`src/rfhc_pkg.sv`:
```
// Shared constants, types and end-code mapping for the reader host command front end
package rfhc_pkg;
   // Two-character end codes, ASCII, first character in the upper byte
   localparam logic [15:0] EC_OK = 16'h3030;
   localparam logic [15:0] EC_PARITY = 16'h3130;
   localparam logic [15:0] EC_FRAMING = 16'h3131;
   localparam logic [15:0] EC_OVERRUN = 16'h3132;
   localparam logic [15:0] EC_BCC = 16'h3133;
   localparam logic [15:0] EC_FORMAT = 16'h3134;
   localparam logic [15:0] EC_FRAME = 16'h3138;
   localparam logic [15:0] EC_COMM = 16'h3730;
   localparam logic [15:0] EC_WRITE = 16'h3731;
   localparam logic [15:0] EC_NOTAG = 16'h3732;
   localparam logic [15:0] EC_CMD = 16'h3739;
   localparam logic [15:0] EC_ADDR = 16'h3741;

   // Command characters
   localparam logic [7:0] CH_CR = 8'h0d;
   localparam logic [7:0] CH_GEN = 8'h31;
   localparam logic [7:0] CH_TEST = 8'h30;
   localparam logic [7:0] CH_ACK = 8'h31;
   localparam logic [7:0] CH_NACK = 8'h32;
   localparam logic [7:0] CH_STOP = 8'h33;
   localparam logic [3:0] MODE_CONT = 4'ha;

   // Error codes returned by ISO tags
   localparam logic [7:0] ISO_NOBLK = 8'h10;
   localparam logic [7:0] ISO_RELOCK = 8'h11;
   localparam logic [7:0] ISO_LOCKED = 8'h12;
   localparam logic [7:0] ISO_WRFAIL = 8'h13;
   localparam logic [7:0] ISO_LKFAIL = 8'h14;

   // Frame limits and timing
   localparam logic [7:0] MAX_CR_CHARS = 8'h8c;
   localparam logic [7:0] MAX_LEN_BYTES = 8'h49;
   localparam int CLK_HZ = 40_000_000;
   localparam int GAP_MS = 2000;
   localparam int GAP_CYC = GAP_MS * (CLK_HZ / 1000);

   // Reset values
   localparam logic RST_SLEEP = 1'b1;
   localparam logic RST_OSC = 1'b0;

   typedef enum logic [2:0]
   {
      TK_OK = 3'h0,
      TK_COMM = 3'h1,
      TK_WRITE = 3'h2,
      TK_NOTAG = 3'h3,
      TK_NOPAGE = 3'h4,
      TK_ISO = 3'h5,
      TK_FMT = 3'h6
   } rfhc_tkind_t;

   typedef enum logic [4:0]
   {
      S_IDLE = 5'b00001,
      S_WAIT = 5'b00010,
      S_ACK = 5'b00100,
      S_WR = 5'b01000,
      S_SEND = 5'b10000
   } rfhc_state_t;

   // One received character with its line status
   typedef struct packed
   {
      logic valid;
      logic [7:0] chr;
      logic par_err;
      logic frm_err;
      logic ovr_err;
      logic last;
      logic bcc_bad;
   } rfhc_rx_t;

   // Completion report from the tag engine
   typedef struct packed
   {
      logic done;
      rfhc_tkind_t kind;
      logic alt_chip;
      logic [7:0] iso_code;
   } rfhc_tag_t;

   function automatic logic [15:0] rfhc_tag_code(input rfhc_tag_t t);
      case (t.kind)
         TK_OK: return EC_OK;
         TK_COMM: return EC_COMM;
         TK_WRITE: return EC_WRITE;
         TK_NOTAG: return EC_NOTAG;
         TK_NOPAGE: return t.alt_chip ? EC_NOTAG : EC_ADDR;
         TK_FMT: return EC_FORMAT;
         TK_ISO:
         begin
            case (t.iso_code)
               ISO_NOBLK: return EC_ADDR;
               ISO_RELOCK: return EC_OK;
               ISO_LOCKED, ISO_WRFAIL, ISO_LKFAIL: return EC_WRITE;
               default: return EC_CMD;
            endcase
         end
         default: return EC_COMM;
      endcase
   endfunction
endpackage

```
`src/rfhc_cmd_front.sv`:
```
// Command front end: frame checks, end codes, link commands, response replay
`timescale 1ns/1ps
// Notes on behaviour
// - Parity fault answers 10, CR framing only
// - Framing fault answers 11
// - Overrun fault answers 12
// - Bad block check answers 13, counted framing
// - Malformed or undefined command answers 14
// - Gap over two seconds answers 18, CR framing only
// - CR frame over 140 characters answers 18
// - Counted frame over 73 bytes answers 18
// - Disturbed tag exchange answers 70
// - Protected, read-only or worn page answers 71
// - No tag answers 72, also missing pages when alt_chip is set
// - Missing pages answer 7A when alt_chip is clear
// - ISO errors 01,02,03,0F,reserved map to 79
// - ISO error 10 maps to 7A
// - ISO error 11 reports 00
// - ISO errors 12,13,14 map to 71
// - Test command echoes data after 00
// - Acknowledge gets no reply
// - Negative acknowledge resends previous response unchanged
// - Stop aborts, halts oscillation, sleeps, answers 00
// - Continuous mode waits acknowledge before next read
// - Stop ends a command waiting for tag
module rfhc_cmd_front #(
   parameter int GAP_CYCLES = rfhc_pkg::GAP_CYC
)(
   // Clock and reset
   input wire logic ref_clk,
   input wire logic srst,
   // Mode selection
   input wire logic carriage_return_framing,
   input wire logic [3:0] comm_mode,
   // Serial receive and transmit
   input rfhc_pkg::rfhc_rx_t rx_in,
   output logic tx_valid,
   output logic [7:0] tx_char,
   input wire logic tx_ready,
   // Tag engine
   output logic tag_start,
   output logic [15:0] tag_cmd,
   output logic tag_next,
   output logic tag_abort,
   output logic osc_en,
   output logic sleep,
   input rfhc_pkg::rfhc_tag_t tag_res
);
   import rfhc_pkg::*;

   localparam int GW = $clog2(GAP_CYCLES + 1);

   rfhc_state_t st_q, ret_q;
   logic [7:0] cnt_q, c0_q, c1_q, fe_len_q, rsp_len_q, new_len_q, rd_idx_q, rd_data;
   logic [GW-1:0] gap_q;
   logic par_q, frm_q, ovr_q, over_q;
   logic fe_q, fe_par_q, fe_frm_q, fe_ovr_q, fe_bcc_q, fe_over_q, fe_gap_q;
   logic bank_q, wr_step_q, fetch_q, cr_done_q;
   logic [15:0] wr_code_q;

   logic acc, is_cr, store, end_ev, gap_hit, limit_hit, rd_go, send_done, mem_we;
   logic fe_take, bad, fmt_err, is_gen, ev_test, ev_ack, ev_nack, ev_stop;
   logic stop_take, start_take, done_take, lk_err;
   logic [7:0] limit, mem_wdata;
   logic [15:0] lk_code;
   logic [8:0] mem_waddr;

   // Receive side: chars are dropped only for the two cycles of a code write
   assign acc = rx_in.valid && st_q != S_WR;
   assign is_cr = carriage_return_framing && rx_in.chr == CH_CR;
   assign store = acc && !is_cr;
   assign limit = carriage_return_framing ? MAX_CR_CHARS : MAX_LEN_BYTES;
   assign limit_hit = store && cnt_q == limit;
   assign gap_hit = carriage_return_framing && cnt_q != 8'h00 && !rx_in.valid
                    && gap_q == GW'(GAP_CYCLES);
   assign end_ev = (acc && (is_cr || (!carriage_return_framing && rx_in.last)))
                   || gap_hit;

   always_ff @(posedge ref_clk)
   begin
      if (srst)
      begin
         {cnt_q, c0_q, c1_q} <= 24'h000000;
         gap_q <= '0;
      end
      else
      begin
         gap_q <= acc ? '0 : (gap_q == GW'(GAP_CYCLES) ? gap_q : gap_q + 1'b1);
         if (store && cnt_q == 8'h00)
            c0_q <= rx_in.chr;
         if (store && cnt_q == 8'h01)
            c1_q <= rx_in.chr;
         if (end_ev)
            cnt_q <= 8'h00;
         else if (store && !limit_hit)
            cnt_q <= cnt_q + 8'h01;
      end
   end

   // Faults gather over the frame and are handed over at its end
   always_ff @(posedge ref_clk)
   begin
      if (srst)
      begin
         {par_q, frm_q, ovr_q, over_q} <= 4'h0;
         {fe_q, fe_par_q, fe_frm_q, fe_ovr_q, fe_bcc_q, fe_over_q, fe_gap_q} <= 7'h00;
         fe_len_q <= 8'h00;
      end
      else
      begin
         if (end_ev)
         begin
            fe_par_q <= par_q || (acc && rx_in.par_err && carriage_return_framing);
            fe_frm_q <= frm_q || (acc && rx_in.frm_err);
            fe_ovr_q <= ovr_q || (acc && rx_in.ovr_err);
            fe_bcc_q <= acc && !carriage_return_framing && rx_in.bcc_bad;
            fe_over_q <= over_q || limit_hit;
            fe_gap_q <= gap_hit;
            fe_len_q <= (store && !limit_hit) ? cnt_q + 8'h01 : cnt_q;
            {par_q, frm_q, ovr_q, over_q} <= 4'h0;
         end
         else if (acc)
         begin
            par_q <= par_q || (rx_in.par_err && carriage_return_framing);
            frm_q <= frm_q || rx_in.frm_err;
            ovr_q <= ovr_q || rx_in.ovr_err;
            over_q <= over_q || limit_hit;
         end
         // A frame ending while one is pending replaces it
         fe_q <= end_ev || (fe_q && !fe_take);
      end
   end

   // Frame decode
   assign fe_take = fe_q && (st_q == S_IDLE || st_q == S_WAIT || st_q == S_ACK);
   assign is_gen = fe_len_q >= 8'h02 && c0_q == CH_GEN;
   assign ev_test = is_gen && c1_q == CH_TEST;
   assign ev_ack = is_gen && c1_q == CH_ACK && fe_len_q == 8'h02;
   assign ev_nack = is_gen && c1_q == CH_NACK && fe_len_q == 8'h02;
   assign ev_stop = is_gen && c1_q == CH_STOP && fe_len_q == 8'h02;
   assign fmt_err = fe_len_q < 8'h02 || (is_gen && !ev_test && !ev_ack
                    && !ev_nack && !ev_stop);
   assign bad = lk_err || fmt_err;
   assign stop_take = fe_take && !bad && ev_stop;
   assign start_take = fe_take && !bad && !is_gen && st_q == S_IDLE;
   assign done_take = st_q == S_WAIT && !fe_take && tag_res.done;

   // Link faults outrank format and tag faults
   always_comb
   begin
      lk_err = 1'b1;
      if (fe_par_q)
         lk_code = EC_PARITY;
      else if (fe_frm_q)
         lk_code = EC_FRAMING;
      else if (fe_ovr_q)
         lk_code = EC_OVERRUN;
      else if (fe_bcc_q)
         lk_code = EC_BCC;
      else if (fe_over_q || fe_gap_q)
         lk_code = EC_FRAME;
      else
      begin
         lk_code = EC_FORMAT;
         lk_err = 1'b0;
      end
   end

   // Main sequencer
   always_ff @(posedge ref_clk)
   begin
      if (srst)
      begin
         st_q <= S_IDLE;
         ret_q <= S_IDLE;
         wr_code_q <= EC_OK;
         {new_len_q, rsp_len_q} <= 16'h0000;
         {wr_step_q, bank_q, tag_start, tag_next, tag_abort} <= 5'h00;
         tag_cmd <= 16'h0000;
      end
      else
      begin
         tag_start <= start_take;
         tag_next <= 1'b0;
         tag_abort <= stop_take;
         case (st_q)
            S_IDLE, S_WAIT, S_ACK:
            begin
               if (fe_take && bad)
               begin
                  st_q <= S_WR;
                  ret_q <= st_q;
                  wr_code_q <= lk_code;
                  new_len_q <= 8'h02;
               end
               else if (stop_take)
               begin
                  st_q <= S_WR;
                  ret_q <= S_IDLE;
                  wr_code_q <= EC_OK;
                  new_len_q <= 8'h02;
               end
               else if (fe_take && ev_test)
               begin
                  st_q <= S_WR;
                  ret_q <= st_q;
                  wr_code_q <= EC_OK;
                  new_len_q <= fe_len_q;
               end
               else if (fe_take && ev_nack)
               begin
                  st_q <= S_SEND;
                  ret_q <= st_q;
               end
               else if (fe_take && ev_ack && st_q == S_ACK)
               begin
                  tag_next <= 1'b1;
                  st_q <= S_WAIT;
               end
               else if (start_take)
               begin
                  tag_cmd <= {c0_q, c1_q};
                  st_q <= S_WAIT;
               end
               else if (done_take)
               begin
                  st_q <= S_WR;
                  ret_q <= (comm_mode == MODE_CONT) ? S_ACK : S_IDLE;
                  wr_code_q <= rfhc_tag_code(tag_res);
                  new_len_q <= 8'h02;
               end
            end
            S_WR:
            begin
               wr_step_q <= !wr_step_q;
               if (wr_step_q)
               begin
                  bank_q <= !bank_q;
                  rsp_len_q <= new_len_q;
                  st_q <= S_SEND;
               end
            end
            S_SEND:
            begin
               if (send_done)
                  st_q <= ret_q;
            end
            default:
               st_q <= S_IDLE;
         endcase
      end
   end

   // Radio state follows tag commands and stop
   always_ff @(posedge ref_clk)
   begin
      if (srst)
         {osc_en, sleep} <= {RST_OSC, RST_SLEEP};
      else if (stop_take)
         {osc_en, sleep} <= 2'b01;
      else if (start_take)
         {osc_en, sleep} <= 2'b10;
      else if (done_take && comm_mode != MODE_CONT)
      begin
         osc_en <= comm_mode[3];
         sleep <= 1'b1;
      end
   end

   // Transmit: one char every third cycle at best, trading speed for no skid
   assign rd_go = st_q == S_SEND && !fetch_q && !tx_valid && rd_idx_q != rsp_len_q;
   assign send_done = st_q == S_SEND && !fetch_q && !tx_valid
                      && rd_idx_q == rsp_len_q && (cr_done_q || !carriage_return_framing);

   always_ff @(posedge ref_clk)
   begin
      if (srst)
      begin
         {tx_valid, fetch_q, cr_done_q} <= 3'h0;
         {tx_char, rd_idx_q} <= 16'h0000;
      end
      else
      begin
         fetch_q <= rd_go;
         if (tx_valid && tx_ready)
            tx_valid <= 1'b0;
         if (st_q != S_SEND)
         begin
            rd_idx_q <= 8'h00;
            cr_done_q <= 1'b0;
         end
         else if (rd_go)
            rd_idx_q <= rd_idx_q + 8'h01;
         else if (!fetch_q && !tx_valid && carriage_return_framing && !cr_done_q)
         begin
            tx_valid <= 1'b1;
            tx_char <= CH_CR;
            cr_done_q <= 1'b1;
         end
         if (fetch_q)
         begin
            tx_valid <= 1'b1;
            tx_char <= rd_data;
         end
      end
   end

   // New frames fill the idle bank; the live bank is only replaced on commit
   assign mem_we = st_q == S_WR || store;
   assign mem_waddr = st_q == S_WR ? {!bank_q, 7'h00, wr_step_q} : {!bank_q, cnt_q};
   assign mem_wdata = st_q == S_WR ? (wr_step_q ? wr_code_q[7:0] : wr_code_q[15:8])
                      : rx_in.chr;

   rfhc_rsp_mem #(
      .DW(8),
      .AW(9)
   ) u_mem (
      .clk(ref_clk),
      .we(mem_we),
      .waddr(mem_waddr),
      .wdata(mem_wdata),
      .re(rd_go),
      .raddr({bank_q, rd_idx_q}),
      .rdata_q(rd_data)
   );
endmodule

```
`src/rfhc_rsp_mem.sv`:
```
// Two-bank response store, registered read data
`timescale 1ns/1ps
module rfhc_rsp_mem #(
   parameter int DW = 8,
   parameter int AW = 9
)(
   // Clock
   input wire logic clk,
   // Write port
   input wire logic we,
   input wire logic [AW-1:0] waddr,
   input wire logic [DW-1:0] wdata,
   // Read port
   input wire logic re,
   input wire logic [AW-1:0] raddr,
   output logic [DW-1:0] rdata_q
);
   logic [DW-1:0] mem_q [0:(1<<AW)-1];

   always_ff @(posedge clk)
   begin
      if (we)
      begin
         mem_q[waddr] <= wdata;
      end
   end

   always_ff @(posedge clk)
   begin
      if (re)
      begin
         rdata_q <= mem_q[raddr];
      end
   end
endmodule

```
`config.mk`:
```
export PLATFORM = sky130hd
export DESIGN_NAME = rfhc_cmd_front
export DESIGN_NICKNAME = d
export VERILOG_FILES = /design/src/rfhc_pkg.sv /design/src/rfhc_cmd_front.sv /design/src/rfhc_rsp_mem.sv
export SDC_FILE = /design/constraint.sdc
export NUM_CORES = 2
export LEC_CHECK = 0
export BUFFER_PORTS_ARGS = -buffer_cell sky130_fd_sc_hd__buf_2
export CAP_MARGIN = 20
export CORE_MARGIN = 10
export CORE_UTILIZATION = 40
export CTS_CLUSTER_DIAMETER = 30
export DETAILED_ROUTE_END_ITERATION = 10
export MAX_ROUTING_LAYER = met4
export REMOVE_ABC_BUFFERS = 1
export SYNTH_ARGS = -nofsm -noshare
export SYNTH_HDL_FRONTEND = slang
export SYNTH_SLANG_ARGS = --single-unit
export TNS_END_PERCENT = 10
```
`constraint.sdc`:
```
create_clock -name ref_clk -period 46.3 [get_ports ref_clk]
set_input_delay 11.575 -clock ref_clk [delete_from_list [all_inputs] [get_ports ref_clk]]
set_output_delay 11.575 -clock ref_clk [all_outputs]
set_load 0.01 [all_outputs]
```
Word-level counts from Yosys, hierarchy flattened

Memories as Yosys holds them, arrays and structs flattened. A register that Yosys moved wholly into a read port is not among the register bits.
Cells that the tools add are included.

Register bits: 154
Memory bits (writable): 4096
Bits of input ports: 35
Output and inout bits: 30
Logic and storage cells: 262
Memories kept: 1

Memories:

| memory      | words | width | read ports | clocked after Yosys merged registers in | write ports | line               | source |
|---|---|---|---|---|---|---|---|
| u_mem.mem_q | 512   | 8     | 1          | 1                                       | 1           | rfhc_rsp_mem.sv:18 | `logic [DW-1:0] mem_q [0:(1<<AW)-1];` |

$add $sub $neg: 3
Magnitude comparators: 2
Equality and inequality tests: 41
Mux-type cells: 66
Bitwise logic cells: 7
Reduce and logical (&&, ||, !) cells: 108

Operators with widths:

| kind                                                                   | number |
|---|---|
| 8-bit two-way mux                                                      | 16 |
| 16-bit two-way mux                                                     | 7 |
| 5-bit two-way mux                                                      | 16 |
| 11-bit one-hot mux with 6 select lines                                 | 1 |
| 1-bit logical AND                                                      | 54 |
| 8-bit by 5-bit equality test with 1-bit output (second input constant) | 5 |
| 8-bit by 6-bit equality test with 1-bit output (second input constant) | 5 |
| 11-bit one-hot mux with 3 select lines                                 | 1 |
| 27-bit by 1-bit adder with 27-bit output (second input constant)       | 1 |
| 27-bit equality test (second input constant)                           | 1 |
| 4-bit two-way mux                                                      | 5 |
| 1-bit logical OR                                                       | 17 |
| 1-bit two-way mux                                                      | 17 |
| 8-bit by 1-bit adder with 8-bit output (second input constant)         | 2 |
| 8-bit equality test                                                    | 2 |
| 1-bit zero test                                                        | 16 |
| 5-bit one-hot mux with 3 select lines                                  | 1 |
| 4-bit != test (second input constant)                                  | 3 |
| 5-bit != test (second input constant)                                  | 2 |
| 3-bit equality test (second input constant)                            | 3 |
| 8-bit by 1-bit equality test with 1-bit output (second input constant) | 1 |
| 8-bit by 2-bit equality test with 1-bit output (second input constant) | 1 |
| 8-bit by 4-bit equality test with 1-bit output (second input constant) | 1 |
| 8-bit by 2-bit >= comparator with 1-bit output (second input constant) | 1 |
| 31 further kinds                                                       | 48 |

Depth between registers and ports, before layout

Word-level depth: 21
Gate-level depth with buffers: 14
Depth with buffers taken out: 9

Hierarchy

A second synthesis with hierarchy kept.

Cell total of the unflattened synthesis: 8820
Area total of the unflattened synthesis: 166652.3 µm²

Modules (own cells, without submodules):

| module         | times used | cells each | area each (µm²) | sequential area each (µm²) |
|---|---|---|---|---|
| rfhc_rsp_mem   | 1          | 8030       | 160007.2        | 123238.2 |
| rfhc_cmd_front | 1          | 790        | 6645.1          | 2922.8 |

Worst setup path after synthesis

OpenSTA, ideal clock, no wires.

Path type: input to register
Start point: in rx_in[6] (netlist bit)
End point: mem u_mem.mem_q[0][1], data pin
Setup time: 4168 ps
Arrival: 21110 ps
Data required time: 42132 ps
Setup slack: 21022 ps
Stages: 2
Path through: nand2_1 o21ai_0

Longest elaborated chain between the ends: 1

Ends and longest elaborated chain:

| element                | line                  | source |
|---|---|---|
| from (decl)            | rfhc_cmd_front.sv:36  | `input rfhc_pkg::rfhc_rx_t rx_in,` |
| 8-bit two-way mux      | rfhc_cmd_front.sv:311 | `assign mem_wdata = st_q == S_WR ? (wr_step_q ? wr_code_q[7:0] : wr_code_q[15:8])` |
| named net mem_wdata[1] | rfhc_cmd_front.sv:64  | `logic [7:0] limit, mem_wdata;` |
| to (decl)              | rfhc_rsp_mem.sv:18    |  |

The timed path passes the listed nets, and every way through them passes these cells.

Worst setup path after layout

Start point: in rx_in[8] (netlist bit)
End point: mem u_mem.mem_q[301][3], enable pin

Longest elaborated chain between the ends: 7

Ends and longest elaborated chain:

| element                                        | line                  | source |
|---|---|---|
| 8-bit by 4-bit equality test with 1-bit output | rfhc_cmd_front.sv:70  | `assign is_cr = carriage_return_framing && rx_in.chr == CH_CR;` |
| 1-bit logical AND                              | rfhc_cmd_front.sv:70  |  |
| 1-bit zero test                                | rfhc_cmd_front.sv:71  | `assign store = acc && !is_cr;` |
| 1-bit logical AND                              | rfhc_cmd_front.sv:71  |  |
| 1-bit logical OR                               | rfhc_cmd_front.sv:309 | `assign mem_we = st_q == S_WR \|\| store;` |
| 1-bit two-way mux                              | rfhc_rsp_mem.sv:22    | `if (we)` |
| 1-bit two-way mux (not written as such)        | rfhc_rsp_mem.sv:24    | `mem_q[waddr] <= wdata;` |

Every way passes these cells.

==> flow_summary.ini <==
[cts]
worstSkewPairLatency_ps = 1080
post_cts_buffers = 0
postCtsHoldBufs = 0
htreeDepth = 6
clk_pin_slew_ps = 50
cts_root_buf = clkbuf_16
ctsResizeCount = 0
cts_tree = done
cts_made_buffers = 755
clk_path_buf_depth = 4
clock-sinks = 4250

[timing]
slew_viol_final = 0
clock_skew_ps = 55.8
min_period_ps = 14340
rsz0062_at_grt = no
slew_headroom = 0.159
max_freq_ghz = 0.0697
setup_viol = 0
worst_pin_slew_ps = 1250
whs_ps = 449
fin_crit_sh = 0.310
hold_violations = 0

[die]
die-area_um2 = 441000
die_h_um = 664
initial_core_util = 0.402
core-area_um2 = 413000
io-pin-count = 65
rows = 236
die_w_um = 664

[placed_design]
place_hpwl_um = 302000
globalplace.congestion = 0.891
io_buffers = 64
post_dp_cell_area_um2 = 173000
placedCellCount = 13400

[grt]
grt_start_max_net_pins = 156
grt_antenna_before_repair = 35
grt_pass1_wl_um = 721000
grtUsageTotal = 0.233
first_global_vias = 89700
overflow = 0

[setup_path]
critPathLaunchType = input pin
r2r_slack_ps = 39340
crit_path_end_kind = flip-flop
crit_required_ps = 46970
cp-endpoint = u_mem.mem_q[301][3]$_DFFE_PP_
path_class = in -> reg
r2r_end = u_mem.rdata_q[2]$_DFFE_PP_
crit_arrival_ps = 15000
critPathLaunch = rx_in[8]
r2r_cells = 12
rr_startpoint = rd_idx_q[1]$_SDFFE_PP0P_
path_max_fanout = 20

[synthesis]
synthFlopType = edfxtp_1
synth_compound_area_frac = 0.0309
synth_cells = 8198
ys_types = 95
syn_area_um2 = 166000
postSynthAreaPerCell_um2 = 20.2
synth_top_family_by_area = multiplexers
synthArstFlopShare = 0
ys_ff_latch = 4250
synth_fa_ha_area_frac = 0.000452
synth_edf_count = 4104
yosysWarnings = 0
yosys.area_share.simple = 0.0325
synth_xor_area_frac = 0.00274
ys_seq_area_frac = 0.760
synth.area.mux_share = 0.155

[route]
totalWireLength_um = 516000
via_per_inst = 6.10
wl_per_cell_um = 34.7
drc = 0
routed-via-count = 90700
drtIter0Drc = 13900
dr.pass1.iters = 6
drt.antenna.violating_nets = 0

[min_path]
hold_path.class = reg -> reg

[flow_run]
drv_cap = 0

[power]
ir_drop_uv = 35.7
power_density_nw_per_um2 = 51.0
total_power_w = 0.0101
p_leak_nw = 61.2

[final_layout]
final_cell_mix = edfxtp_1, mux4_2, clkbuf_16
layout.cells.non_filler = 14900
area_growth_pct = 19.8
stdcell_area_um2 = 199000
final_common_cell = edfxtp_1
nets = 8770
drive_above_1_share = 0.282

[status]
outcome = completed
layout make-up:
class | instances | area [µm²]
Sequential cell | 4250 | 126000
Inverter | 35 | 140
Multi-Input combinational cell | 3392 | 37300
Tap cell | 5474 | 6850
Timing Repair Buffer | 295 | 2290
Antenna cell | 17 | 42.5
Fill cell | 33200 | 215000
Clock inverter | 591 | 6720
Clock buffer | 827 | 19400
cell families after synthesis:
logic type | after synthesis
adder cells (fa/ha/maj) | 6
AO/OA/AOI/OAI | 723
AND/OR/NAND/NOR | 1238
XOR/XNOR | 52
multiplexers | 1373
buffers and inverters | 556
flip-flops | 4250
state kept, by name, summed over array words and instances (netlist names), 8 cells and up:
signal,flops
rsp_len_q,8
cnt_q,8
c1_q,8
u_mem.rdata_q,8
fe_len_q,8
wr_code_q,8
rd_idx_q,8
gap_q,27
c0_q,8
u_mem.mem_q,4096
new_len_q,8
tx_char,8
tag_cmd,16
synth_stat cells, drive strengths merged, types with 34 or more instances:
cell type  number  share of area
o22ai          74         0.0028
o221ai         34         0.0018
buf           274          0.012
nand3          75         0.0023
mux2i         395          0.024
nor3           53         0.0016
a211oi         51         0.0023
o21ai         112         0.0034
nor2          716          0.016
edfxtp       4104           0.74
clkbuf        247         0.0056
a221oi         59         0.0032
dfxtp         146          0.018
a21oi         104         0.0032
nand2         210         0.0047
a22oi          83         0.0038
mux4          957           0.13
per-stage QoR:
step	TNS, ps	setup WS, ps	utilization
after CTS	0	32040	0.481
after global placement	0	31020	0.417
after global routing	0	31820	0.481
final	0	31960	0.481
after detailed placement	0	30960	0.418
after floorplan	-63250	-8320	-
critical path, stage by stage:
cell     delay [ps]
buf_2           130
nor4b_1         150
nand4_1         160
nand3_1         260
nor2_1          870
nand2_4         540
buf_4           600
nor2_1          690
metal layers:
metal	global-route usage	vias up	share of wire
li1	-	35300	-
met1	0.316	47800	0.39
met2	0.343	6615	0.45
met3	0.0605	978	0.12
met4	0.0847	0	0.040
met5	-	-	0
power by group:
| part | leakage, nW | total [W] | internal [W] | switching (W) |
|---|---|---|---|---|
| registers | 38.1 | 0.00430 | 0.00429 | 0.00000586 |
| clock network | 12.5 | 0.00561 | 0.00358 | 0.00204 |
| logic | 10.6 | 0.000233 | 0.0000270 | 0.000206 |
| total | 61.2 | 0.0101 | 0.00789 | 0.00225 |
how the worst min path moves through the flow:
stage                                    startpoint                        end  slack (ps)  depth (start not counted)
after floorplan                  par_q$_SDFFE_PP0P_         par_q$_SDFFE_PP0P_         420                          2
after global placement    wr_code_q[6]$_SDFFE_PP0P_  wr_code_q[6]$_SDFFE_PP0P_         450                          2
after detailed placement         par_q$_SDFFE_PP0P_         par_q$_SDFFE_PP0P_         440                          2
after CTS                        ovr_q$_SDFFE_PP0P_         ovr_q$_SDFFE_PP0P_         450                          2
after global routing             ovr_q$_SDFFE_PP0P_         ovr_q$_SDFFE_PP0P_         470                          2
final                            ovr_q$_SDFFE_PP0P_         ovr_q$_SDFFE_PP0P_         450                          2
(Power assumes the default switching activity.)
